### src/hdl/sensor_ctl_cfg.svh
// Constants for the sensor mode and timing control block
`ifndef SENSOR_CTL_CFG_SVH
`define SENSOR_CTL_CFG_SVH
`define INIT_MIN_CYCLES    8
`define STARTUP_CYCLES     4
`define BIT_STANDBY        0
`define BIT_EXT_BIAS       1
`define BIT_STATE_RESET    1
`define BIT_TRI_ALL        0
`define BIT_SYNC_EXTERNAL  0
`define BIT_SYNC_SINGLE_FRAME_ROLLING_SHUTTER 1
`define ROW_PIXELS         16'h0010
`define FRAME_ROWS         16'h0008
`define DEF_SOF_DELAY      8'h02
`define DEF_ROW_DELAY      8'h02
`define DEF_SOF_LEN        4'h1
`define DEF_ROW_LEN        4'h1
`define DEF_PIX_DELAY      8'h01
`endif

### src/hdl/sensor_ctl_pkg.sv
// Types shared by both ends of the sensor control link
package sensor_ctl_pkg;
  typedef enum logic [4:0] {
    ST_INIT    = 5'h01,
    ST_STARTUP = 5'h02,
    ST_FRAME   = 5'h04,
    ST_ROW     = 5'h08,
    ST_PIXELS  = 5'h10
  } seq_state_t;
  typedef logic [9:0] pixel_t;
endpackage : sensor_ctl_pkg

### src/hdl/sensor_ctl_if.sv
// Link between the sensor control device and its controller
`timescale 1ns/1ps
interface sensor_ctl_if;
  logic                    init;
  logic                    sync_in;
  logic [7:0]              cfg_power;
  logic [7:0]              cfg_reset;
  logic [7:0]              cfg_tristate;
  logic [7:0]              cfg_sync;
  logic [7:0]              cfg_sof_delay;
  logic [7:0]              cfg_row_delay;
  logic [7:0]              cfg_lengths;
  logic [7:0]              cfg_pix_delay;
  logic                    cfg_we;
  logic                    capture_start_o;
  logic                    capture_start_oe;
  logic                    row_start_o;
  logic                    row_advance_signal_o;
  logic                    pixel_valid_o;
  logic                    flash_trigger_o;
  logic                    timing_oe;
  logic                    pixel_oe;
  sensor_ctl_pkg::pixel_t  pixel_data;
  logic                    analog_power_down;
  logic                    ext_bias_sel;
  logic                    cfg_accept;
  logic                    ready;
  modport device (input init, sync_in, cfg_power, cfg_reset, cfg_tristate, cfg_sync,
                  cfg_sof_delay, cfg_row_delay, cfg_lengths, cfg_pix_delay, cfg_we,
                  output capture_start_o, capture_start_oe, row_start_o,
                  row_advance_signal_o, pixel_valid_o, flash_trigger_o, timing_oe,
                  pixel_oe, pixel_data, analog_power_down, ext_bias_sel, cfg_accept,
                  ready);
  modport host (output init, sync_in, cfg_power, cfg_reset, cfg_tristate, cfg_sync,
                cfg_sof_delay, cfg_row_delay, cfg_lengths, cfg_pix_delay, cfg_we,
                input capture_start_o, capture_start_oe, row_start_o,
                row_advance_signal_o, pixel_valid_o, flash_trigger_o, timing_oe,
                pixel_oe, pixel_data, analog_power_down, ext_bias_sel, cfg_accept,
                ready);
endinterface : sensor_ctl_if

### src/hdl/sensor_ctl_device.sv
// Sensor end: mode control and frame/row/pixel timing generation
//
// Functional notes
// - Init high resets registers; low resumes
// - Controller holds init at least 8 clocks
// - Startup clears counters, loads defaults first
// - Init held high keeps low power
// - Init stops timing, tristates, refuses writes
// - After init, resume at first frame
// - Power bit 0 enters and leaves standby
// - Standby freezes timing, keeps registers, writable
// - Reset bit 1 enters and leaves state reset
// - State reset restarts sequencing, analog stays on
// - Clearing state reset starts new frame
// - Tristate register floats timing and pixel outputs
// - Power bias bit selects external resistor
// - Capture start marks integration in rolling mode
// - Capture start internal or external by setting
// - Row start delay and length programmable
// - Row advance delay and length programmable
// - Pixel valid per pixel, delay programmable
`timescale 1ns/1ps
`include "sensor_ctl_cfg.svh"
module sensor_ctl_device (
  input  wire logic core_clk,
  input  wire logic srst,
  sensor_ctl_if.device lnk
);
  //////////////////////////////////////////////////////////////////////////////
  // Programmable registers
  logic [7:0] power_q, power_d, rstc_q, rstc_d, tri_q, tri_d, sync_q, sync_d;
  logic [7:0] sofd_q, sofd_d, rowd_q, rowd_d, len_q, len_d, pixd_q, pixd_d;
  logic       in_init;
  logic       standby;
  logic       st_reset;
  logic       seq_ready;
  sensor_ctl_pkg::seq_state_t state_q, state_d;

  assign in_init  = srst | lnk.init;
  assign standby  = power_q[`BIT_STANDBY];
  assign st_reset = rstc_q[`BIT_STATE_RESET];
  // The idle cycle between init release and startup is refused as well,
  // otherwise a write could land there and be wiped by the default reload
  assign seq_ready = !in_init && (state_q != sensor_ctl_pkg::ST_INIT) &&
                     (state_q != sensor_ctl_pkg::ST_STARTUP);
  // Writes accepted only after startup, also in standby and state reset
  assign lnk.cfg_accept = seq_ready;

  // Register next values; init reloads defaults
  always_comb begin
    power_d = power_q;
    rstc_d  = rstc_q;
    tri_d   = tri_q;
    sync_d  = sync_q;
    sofd_d  = sofd_q;
    rowd_d  = rowd_q;
    len_d   = len_q;
    pixd_d  = pixd_q;
    if (in_init || state_q == sensor_ctl_pkg::ST_STARTUP) begin
      power_d = 8'h00;
      rstc_d  = 8'h00;
      tri_d   = 8'h00;
      sync_d  = 8'h00;
      sofd_d  = `DEF_SOF_DELAY;
      rowd_d  = `DEF_ROW_DELAY;
      len_d   = {`DEF_ROW_LEN, `DEF_SOF_LEN};
      pixd_d  = `DEF_PIX_DELAY;
    end else if (lnk.cfg_we && lnk.cfg_accept) begin
      power_d = lnk.cfg_power;
      rstc_d  = lnk.cfg_reset;
      tri_d   = lnk.cfg_tristate;
      sync_d  = lnk.cfg_sync;
      sofd_d  = lnk.cfg_sof_delay;
      rowd_d  = lnk.cfg_row_delay;
      len_d   = lnk.cfg_lengths;
      pixd_d  = lnk.cfg_pix_delay;
    end
  end

  always_ff @(posedge core_clk) begin
    power_q <= power_d;
    rstc_q  <= rstc_d;
    tri_q   <= tri_d;
    sync_q  <= sync_d;
    sofd_q  <= sofd_d;
    rowd_q  <= rowd_d;
    len_q   <= len_d;
    pixd_q  <= pixd_d;
  end

  //////////////////////////////////////////////////////////////////////////////
  // Sequencer: startup, frame start delay, row delay, pixel run
  logic [15:0] cnt_q, cnt_d, row_q, row_d;
  logic [7:0]  pdly_q, pdly_d;
  logic [3:0]  sofl_q, sofl_d, rowl_q, rowl_d;
  logic        pv_q, pv_d, cap_q, cap_d;
  sensor_ctl_pkg::pixel_t pix_q, pix_d;

  always_comb begin
    state_d = state_q;
    cnt_d   = cnt_q;
    row_d   = row_q;
    pdly_d  = pdly_q;
    sofl_d  = (sofl_q != 4'h0) ? sofl_q - 4'h1 : 4'h0;
    rowl_d  = (rowl_q != 4'h0) ? rowl_q - 4'h1 : 4'h0;
    pv_d    = 1'b0;
    cap_d   = 1'b0;
    pix_d   = pix_q;
    if (in_init) begin
      state_d = sensor_ctl_pkg::ST_INIT;
      cnt_d   = 16'h0000;
      row_d   = 16'h0000;
      pdly_d  = 8'h00;
      sofl_d  = 4'h0;
      rowl_d  = 4'h0;
      pix_d   = 10'h000;
    end else if (st_reset && state_q != sensor_ctl_pkg::ST_STARTUP) begin
      state_d = sensor_ctl_pkg::ST_FRAME;
      cnt_d   = 16'h0000;
      row_d   = 16'h0000;
      pdly_d  = 8'h00;
      sofl_d  = 4'h0;
      rowl_d  = 4'h0;
    end else if (standby) begin
      // Timing frozen; sequencing resumes where it stopped
      sofl_d = sofl_q;
      rowl_d = rowl_q;
    end else begin
      case (state_q)
        sensor_ctl_pkg::ST_INIT: begin
          state_d = sensor_ctl_pkg::ST_STARTUP;
          cnt_d   = 16'h0000;
        end
        sensor_ctl_pkg::ST_STARTUP: begin
          cnt_d = cnt_q + 16'h0001;
          if (cnt_q == 16'(`STARTUP_CYCLES - 1)) begin
            state_d = sensor_ctl_pkg::ST_FRAME;
            cnt_d   = 16'h0000;
          end
        end
        sensor_ctl_pkg::ST_FRAME: begin
          // Internal capture start marks integration at frame begin
          if (cnt_q == 16'h0000) cap_d = sync_q[`BIT_SYNC_SINGLE_FRAME_ROLLING_SHUTTER];
          cnt_d = cnt_q + 16'h0001;
          if (cnt_q == {8'h00, sofd_q}) begin
            sofl_d  = len_q[3:0];
            state_d = sensor_ctl_pkg::ST_ROW;
            cnt_d   = 16'h0000;
            row_d   = 16'h0000;
          end
        end
        sensor_ctl_pkg::ST_ROW: begin
          cnt_d = cnt_q + 16'h0001;
          if (cnt_q == {8'h00, rowd_q}) begin
            rowl_d  = len_q[7:4];
            state_d = sensor_ctl_pkg::ST_PIXELS;
            cnt_d   = 16'h0000;
            pdly_d  = pixd_q;
          end
        end
        sensor_ctl_pkg::ST_PIXELS: begin
          if (pdly_q != 8'h00) begin
            pdly_d = pdly_q - 8'h01;
          end else begin
            pv_d  = 1'b1;
            pix_d = pix_q + 10'h001;
            cnt_d = cnt_q + 16'h0001;
            if (cnt_q == `ROW_PIXELS - 16'h0001) begin
              cnt_d   = 16'h0000;
              row_d   = row_q + 16'h0001;
              state_d = (row_q == `FRAME_ROWS - 16'h0001) ?
                        sensor_ctl_pkg::ST_FRAME : sensor_ctl_pkg::ST_ROW;
            end
          end
        end
        default: state_d = sensor_ctl_pkg::ST_INIT;
      endcase
    end
  end

  always_ff @(posedge core_clk) begin
    state_q <= state_d;
    cnt_q   <= cnt_d;
    row_q   <= row_d;
    pdly_q  <= pdly_d;
    sofl_q  <= sofl_d;
    rowl_q  <= rowl_d;
    pv_q    <= pv_d;
    cap_q   <= cap_d;
    pix_q   <= pix_d;
  end

  //////////////////////////////////////////////////////////////////////////////
  // Outputs and enables
  logic ext_sync;
  assign ext_sync                 = sync_q[`BIT_SYNC_EXTERNAL];
  assign lnk.row_start_o          = (sofl_q != 4'h0);
  assign lnk.row_advance_signal_o = (rowl_q != 4'h0);
  assign lnk.pixel_valid_o        = pv_q;
  assign lnk.pixel_data           = pix_q;
  assign lnk.flash_trigger_o      = 1'b0;   // Flash timing lives elsewhere
  // External mode samples the pin instead of driving it
  assign lnk.capture_start_o      = ext_sync ? lnk.sync_in : cap_q;
  assign lnk.capture_start_oe     = !in_init && !ext_sync && !tri_q[`BIT_TRI_ALL];
  assign lnk.timing_oe            = !in_init && !tri_q[`BIT_TRI_ALL];
  assign lnk.pixel_oe             = !in_init && !tri_q[`BIT_TRI_ALL];
  // Standby powers analog down; state reset does not
  assign lnk.analog_power_down    = in_init || standby;
  assign lnk.ext_bias_sel         = power_q[`BIT_EXT_BIAS];
  assign lnk.ready                = seq_ready;
endmodule : sensor_ctl_device

### src/flat_wrapper.sv
// flat-port wrapper written by rule: the top's interface ports become plain ports
module sensor_ctl_device_flat 
  (core_clk, srst, lnk_init, lnk_sync_in, lnk_cfg_power, lnk_cfg_reset, lnk_cfg_tristate, lnk_cfg_sync, lnk_cfg_sof_delay, lnk_cfg_row_delay, lnk_cfg_lengths, lnk_cfg_pix_delay, lnk_cfg_we, lnk_capture_start_o, lnk_capture_start_oe, lnk_row_start_o, lnk_row_advance_signal_o, lnk_pixel_valid_o, lnk_flash_trigger_o, lnk_timing_oe, lnk_pixel_oe, lnk_pixel_data, lnk_analog_power_down, lnk_ext_bias_sel, lnk_cfg_accept, lnk_ready);
  sensor_ctl_if lnk_i ();
  input  wire logic core_clk;
  input  wire logic srst;
  input wire logic [$bits(lnk_i.init)-1:0] lnk_init;
  input wire logic [$bits(lnk_i.sync_in)-1:0] lnk_sync_in;
  input wire logic [$bits(lnk_i.cfg_power)-1:0] lnk_cfg_power;
  input wire logic [$bits(lnk_i.cfg_reset)-1:0] lnk_cfg_reset;
  input wire logic [$bits(lnk_i.cfg_tristate)-1:0] lnk_cfg_tristate;
  input wire logic [$bits(lnk_i.cfg_sync)-1:0] lnk_cfg_sync;
  input wire logic [$bits(lnk_i.cfg_sof_delay)-1:0] lnk_cfg_sof_delay;
  input wire logic [$bits(lnk_i.cfg_row_delay)-1:0] lnk_cfg_row_delay;
  input wire logic [$bits(lnk_i.cfg_lengths)-1:0] lnk_cfg_lengths;
  input wire logic [$bits(lnk_i.cfg_pix_delay)-1:0] lnk_cfg_pix_delay;
  input wire logic [$bits(lnk_i.cfg_we)-1:0] lnk_cfg_we;
  output wire logic [$bits(lnk_i.capture_start_o)-1:0] lnk_capture_start_o;
  output wire logic [$bits(lnk_i.capture_start_oe)-1:0] lnk_capture_start_oe;
  output wire logic [$bits(lnk_i.row_start_o)-1:0] lnk_row_start_o;
  output wire logic [$bits(lnk_i.row_advance_signal_o)-1:0] lnk_row_advance_signal_o;
  output wire logic [$bits(lnk_i.pixel_valid_o)-1:0] lnk_pixel_valid_o;
  output wire logic [$bits(lnk_i.flash_trigger_o)-1:0] lnk_flash_trigger_o;
  output wire logic [$bits(lnk_i.timing_oe)-1:0] lnk_timing_oe;
  output wire logic [$bits(lnk_i.pixel_oe)-1:0] lnk_pixel_oe;
  output wire logic [$bits(lnk_i.pixel_data)-1:0] lnk_pixel_data;
  output wire logic [$bits(lnk_i.analog_power_down)-1:0] lnk_analog_power_down;
  output wire logic [$bits(lnk_i.ext_bias_sel)-1:0] lnk_ext_bias_sel;
  output wire logic [$bits(lnk_i.cfg_accept)-1:0] lnk_cfg_accept;
  output wire logic [$bits(lnk_i.ready)-1:0] lnk_ready;
  assign lnk_i.init = lnk_init;
  assign lnk_i.sync_in = lnk_sync_in;
  assign lnk_i.cfg_power = lnk_cfg_power;
  assign lnk_i.cfg_reset = lnk_cfg_reset;
  assign lnk_i.cfg_tristate = lnk_cfg_tristate;
  assign lnk_i.cfg_sync = lnk_cfg_sync;
  assign lnk_i.cfg_sof_delay = lnk_cfg_sof_delay;
  assign lnk_i.cfg_row_delay = lnk_cfg_row_delay;
  assign lnk_i.cfg_lengths = lnk_cfg_lengths;
  assign lnk_i.cfg_pix_delay = lnk_cfg_pix_delay;
  assign lnk_i.cfg_we = lnk_cfg_we;
  assign lnk_capture_start_o = lnk_i.capture_start_o;
  assign lnk_capture_start_oe = lnk_i.capture_start_oe;
  assign lnk_row_start_o = lnk_i.row_start_o;
  assign lnk_row_advance_signal_o = lnk_i.row_advance_signal_o;
  assign lnk_pixel_valid_o = lnk_i.pixel_valid_o;
  assign lnk_flash_trigger_o = lnk_i.flash_trigger_o;
  assign lnk_timing_oe = lnk_i.timing_oe;
  assign lnk_pixel_oe = lnk_i.pixel_oe;
  assign lnk_pixel_data = lnk_i.pixel_data;
  assign lnk_analog_power_down = lnk_i.analog_power_down;
  assign lnk_ext_bias_sel = lnk_i.ext_bias_sel;
  assign lnk_cfg_accept = lnk_i.cfg_accept;
  assign lnk_ready = lnk_i.ready;
  sensor_ctl_device u_core (.core_clk(core_clk), .srst(srst), .lnk(lnk_i));
endmodule
### config.mk
export PLATFORM = sky130hd
export DESIGN_NAME = sensor_ctl_device_flat
export DESIGN_NICKNAME = d
export VERILOG_FILES = /design/src/hdl/sensor_ctl_pkg.sv /design/src/hdl/sensor_ctl_if.sv /design/src/hdl/sensor_ctl_device.sv /design/src/flat_wrapper.sv
export VERILOG_INCLUDE_DIRS = /design/src /design/src/hdl
export SDC_FILE = /design/constraint.sdc
export NUM_CORES = 1
export LEC_CHECK = 0
export BUFFER_PORTS_ARGS = -buffer_cell sky130_fd_sc_hd__clkbuf_2
export CAP_MARGIN = 0
export CELL_PAD_IN_SITES_DETAIL_PLACEMENT = 1
export CELL_PAD_IN_SITES_GLOBAL_PLACEMENT = 1
export CORE_AREA = 4 4 120 122
export CTS_CLUSTER_DIAMETER = 200
export DETAILED_ROUTE_END_ITERATION = 10
export DIE_AREA = 0 0 124 126
export GPL_ROUTABILITY_DRIVEN = 0
export PLACE_DENSITY = 0.83
export SYNTH_ARGS = -nofsm -noshare
export SYNTH_HDL_FRONTEND = slang
export SYNTH_SLANG_ARGS = --single-unit
### constraint.sdc
create_clock -name core_clk -period 6.1 [get_ports core_clk]
set_clock_uncertainty 0.05 [all_clocks]
set_input_delay 0.305 -clock core_clk [delete_from_list [all_inputs] [get_ports core_clk]]
set_output_delay 0.305 -clock core_clk [all_outputs]
set_load 0.01 [all_outputs]
# Word-level counts from Yosys, hierarchy flattened
# Index checks and enable logic that the tools add are counted.
# W data, S select, Z words.
totals:
  regBits: 104
  latchBits: 0
  ram_bits: 0
  romBits: 0
  input_bits: 69
  out_inout_bits: 22
  wordCells: 113
  n_memories: 0
op_classes:
  add_sub_neg: 6
  multipliers: 0
  div: 0
  n_lt_le_gt_ge: 0
  eq_ne: 24
  shift: 0
  muxes: 30
  bitwise: 7
  reduce_logical: 28
op_table:
  columns: ["op", "count"]
  rows:
  - ["$mux W16", 8]
  - ["$pmux W16 S5", 1]
  - ["$add A16 B1 Y16 const B", 2]
  - ["$eq A16 B8 Y1", 2]
  - ["$pmux W16 S2", 1]
  - ["$mux W4", 7]
  - ["$mux W5", 5]
  - ["$pmux W5 S5", 1]
  - ["$eq A16 B2 Y1 const B", 1]
  - ["$eq A16 B3 Y1 const B", 1]
  - ["$eq A16 B4 Y1 const B", 1]
  - ["$logic_not A16 Y1", 1]
  - ["$mux W8", 2]
  - ["$pmux W8 S2", 1]
  - ["$reduce_and A6 Y1", 2]
  - ["$add A10 B1 Y10 const B", 1]
  - ["$ne A3 B1 Y1 const B", 3]
  - ["$ne A2 B1 Y1 const B", 4]
  - ["$reduce_and A4 Y1", 2]
  - ["$reduce_bool A4 Y1", 2]
  - ["$reduce_bool A8 Y1", 1]
  - ["$sub A4 B1 Y4 const B", 2]
  - ["$sub A8 B1 Y8 const B", 1]
  - ["$logic_and A1 B1 Y1", 7]
  - ["other kinds (23)", 36]

# Longest topological paths before layout
logic_depth:
  ltp_word: 7
  depth_mapped: 10
  mapped_depth_nobuf: 8

# Least setup slack after synthesis
# Ideal clock, no wire load.
synth_path:
  kind: "flip-flop to flip-flop"
  from: "register u_core.cnt_q[0]"
  to: "register u_core.row_q[13]"
  setup_ns: 0.070
  t_arrival_ns: 2.128
  required_time_ns: 5.980
  slack_ns: 3.851
  path_stages_with_launch: 9
  path_buffers: 2
  period_less_slack_ns: 2.249
  cell_sequence: "dfxtp_1 clkbuf_1 xnor2_1 nand4_1 nor4_4 o21ai_2 buf_6 or4_1 a21oi_1"
synth_between:
  elab_chain_cells: 3
  elab_cells_between_ends: 5
  classes_between: "eq/ne (4); reduce/logical (1)"
synth_rtl:
  columns: ["item", "line", "source"]
  rows:
  - ["start, declared", "sensor_ctl_device.sv:93", "logic [15:0] cnt_q, cnt_d, row_q, row_d;"]
  - ["start signal, assigned", "sensor_ctl_device.sv:183", "cnt_q <= cnt_d;"]
  - ["$eq A16 B4 Y1 / $eq A16 B8 Y1 (equally long branches)", "sensor_ctl_device.sv:168, sensor_ctl_device.sv:145", null]
  - ["$ne A2 B1 Y1 (no source line)", null, null]
  - ["$reduce_and A5 Y1 (no source line) (*)", null, null]
  - ["end signal, assigned", "sensor_ctl_device.sv:184", "row_q <= row_d;"]
  - ["end, declared", "sensor_ctl_device.sv:93", null]
# Mark *: on every way between the ends. The rest lies on a longest branch, timed or not.
# A chain may end at the register's enable or synchronous reset.

# Worst setup path in the final report
layout_path:
  from: "register u_core.state_q[0]"
  to: "register u_core.cnt_q[6]"
layout_between:
  elab_chain_cells: 3
  elab_cells_between_ends: 12
  classes_between: "eq/ne (7); mux (1); reduce/logical (4)"
layout_rtl:
  columns: ["item", "line", "source"]
  rows:
  - ["start, declared", "sensor_ctl_device.sv:37", "sensor_ctl_pkg::seq_state_t state_q, state_d;"]
  - ["start signal, assigned", "sensor_ctl_device.sv:182", "state_q <= state_d;"]
  - ["$eq A5 B1 Y1 (tied with other cells)", "sensor_ctl_device.sv:129", "case (state_q)"]
  - ["$reduce_bool A5 Y1 (no source line) (tied with other cells)", null, null]
  - ["$reduce_and A3 Y1 (no source line) / $reduce_or A2 Y1 (equally long branches)", null, null]
# Several ways; a longest one is shown, not always the timed one.

==> flow_metrics.tcl <==
set metrics [dict create \
    cts_tree "built" \
    multi_input_area_um2 2950 \
    io_buffers 63 \
    holdCritPathClass "input pin to flop" \
    num_rows 42 \
    antenna-diode-count 0 \
    whs_path_depth 3 \
    grt_pass1_vias 5016 \
    core_um2 13200 \
    worstHoldEndpoint "u_core.sofd_q[5]" \
    gr-total-overflow 0 \
    synth_top_area_cell "dfxtp_1" \
    synth.area.top_cells "dfxtp_1 (39%), nand2_1 (7.6%), o21ai_0 (5.9%), a21oi_1 (3.7%), nor2_1 (3.7%)" \
    synth-seq-area-share_pct 39.3 \
    worst-r2r-setup-slack_ns 2.51 \
    synthesis.area_um2 5250 \
    area_delta_synth_final_pct 13.3 \
    yosys_warnings 0 \
    cts_hold_buf 0 \
    critPathKind "flop to flop" \
    crit_family "simple AND/OR/NAND/NOR gates" \
    crit_slowest_cell "and3_1" \
    ys_ff_latch 103 \
    setup_tns_ns 0 \
    post_cts_buffers 0 \
    arrival_ns 3.77 \
    avgSynthCellArea_um2 7.92 \
    clk_latency_ns 0.35 \
    cpPeakStageDelay_ns 0.85 \
    netlist.area_leader.share_pct 39.3 \
    p_per_area_nw_per_um2 232 \
    synth_edf_count 0 \
    path_buf_inv 0 \
    fp.dieH_um 126 \
    fmax_ghz 0.279 \
    cp_cell_sequence "nor2_1 -> and3_1 -> a2bb2oi_1 -> a31oi_1 -> nand2_1 -> o311ai_0" \
    fin_ws_ns 2.51 \
    routed_wl_mm 14.6 \
    dr.first_iter.drc_count 220 \
    htree_levels 3 \
    grt_pass1_wl_mm 24.3 \
    fill_cells 1634 \
    start_util_pct 39.8 \
    cap_violations 0 \
    worst_slew_pin_slew_ns 1.15 \
    clkTransAtPathRegs_ns 0.07 \
    grt_max_degree 77 \
    antenna_left 0 \
    synth.net_count 738 \
    io_pins 91 \
    rsz0062_at_grt "no" \
    root_buffer "clkbuf_16" \
    cts_buffers 9 \
    wl_per_cell_um 16.6 \
    dp_hpwl_mm 10.4 \
    hp-start "lnk_cfg_sof_delay[5]" \
    maxSlewViolCount 0 \
    pre_cts_ws_ns 2.54 \
    clock_sinks 103 \
    reg2reg_depth 6 \
    vias_per_cell 5.58 \
    vias 4895 \
    start_kind "flop" \
    cts.path.max_buffers 2 \
    grt_use_total_pct 19.1 \
    yosysMostFrequentCell "nand2_1" \
    die_w_um 124 \
    cts_resized 0 \
    final_cells 877 \
    drive_gt1_share_pct 14.6 \
    slew_headroom_pct 23.5 \
    nets 771 \
    ir_drop_mv 0.122 \
    setup_violations 0 \
    hold_viol_final 0 \
    endpoint_kind "flop" \
    post-place-cells 861 \
    required_ns 6.29 \
    leakage_nw 2.11 \
    status "complete, no violations" \
    drc 0 \
    synthFlopType "dfxtp_1" \
    die-area_um2 15600 \
    period_needed_ns 3.59 \
    seq_area_um2 2060 \
    r2r-end "u_core.cnt_q[6]" \
    firstDrtPassIters 4 \
    netlist_instances 663 \
    worst_r2r_startpoint "u_core.state_q[0]" \
    synthTopCellsByCount "nand2_1 (106), dfxtp_1 (103), o21ai_0 (62)" \
    critPathMaxFanout 24 \
    ys_types 66 \
    timing.final.crit_share_pct 58.8 \
    finalHoldWorstSlack_ns 0.0980 \
    post-route-util_pct 45.1 \
    antenna_found_initial 0 \
    synthArstFlopShare_pct 0 \
]
## per-layer routing
layer	share of wire (%)	routed length, µm	track usage [%]
met5	0	0	0
met4	1.7	250	7.22
met3	4.4	642	2.74
met2	50	7240	33.0
met1	44	6420	23.9
## cells in the final DEF (no fill, tap or decap), types with 5 or more instances in the layout
| cell | count |
|---|---|
| nand2_1 | 106 |
| dfxtp_1 | 103 |
| clkbuf_2 | 63 |
| o21ai_0 | 62 |
| nor2_1 | 52 |
| a21oi_1 | 38 |
| nand3_1 | 31 |
| xnor2_1 | 20 |
| nand4_1 | 18 |
| nor3_1 | 16 |
| xor2_1 | 15 |
| inv_1 | 13 |
| and3_1 | 13 |
| and2_1 | 10 |
| clkbuf_16 | 9 |
| a31oi_1 | 8 |
| nand3b_1 | 7 |
| o31ai_1 | 7 |
| o311ai_0 | 6 |
| ha_1 | 6 |
| nand2b_1 | 5 |
| nor4_4 | 5 |
| mux2i_1 | 5 |
| a21o_1 | 5 |
## cells by family after synthesis
family	after synthesis	synth area share [%]
AOI/OAI and AO/OA	156	18.1
xor gates and xnor gates	35	5.84
adders and majority gates	6	1.43
buffers and inverters	58	4.67
DFF	103	39.3
muxes	8	1.60
other	1	0.0714
and+or+nand+nor	296	29.1
## layout make-up
class                           instances  area share, %
Clock inverter                          6           1.51
Sequential cell                       103           34.7
Inverter                               13          0.820
Timing Repair Buffer                   67           5.80
Multi-Input combinational cell        502           49.7
Clock buffer                           10           3.85
Tap cell                              176           3.70
## stage by stage
stage	area (µm²)	power, mW
after CTS	5950	1.39
after global routing	5950	1.43
after detailed placement	5630	0.770
final	5950	1.38
after floorplan	5250	0.739
after global placement	5630	0.766
## sequential cells by signal (all words and copies together) (netlist names), 2 cells and up
register,count
u_core.cnt_q,16
u_core.len_q,8
u_core.lnk.pixel_data,10
u_core.pdly_q,8
u_core.pixd_q,8
u_core.power_q,2
u_core.row_q,16
u_core.rowd_q,8
u_core.rowl_q,4
u_core.sofd_q,8
u_core.sofl_q,4
u_core.state_q,5
u_core.sync_q,2
## how the worst max path moves through the flow
| stage | slack (ns) | start | depth (start not counted) | to |
|---|---|---|---|---|
| after floorplan | 3.85 | u_core.cnt_q[0] | 8 | u_core.row_q[13] |
| after global placement | 2.76 | u_core.state_q[0] | 6 | u_core.cnt_q[8] |
| after detailed placement | 2.54 | u_core.state_q[0] | 6 | u_core.cnt_q[6] |
| after CTS | 2.50 | u_core.state_q[0] | 6 | u_core.cnt_q[6] |
| after global routing | 2.12 | u_core.state_q[0] | 6 | u_core.cnt_q[6] |
| final | 2.51 | u_core.state_q[0] | 6 | u_core.cnt_q[6] |
## where the power goes
part	internal, mW	switching [mW]
combinational	0.0242	0.0444
sequential	0.679	0.00603
clock	0.362	0.266
total	1.07	0.316
## tightest hold or removal path: stages
cell	delay, ns
clkbuf_2	0.07
nand2_1	0.04
o21ai_0	0.05
Power figures use the tool's default switching activity.
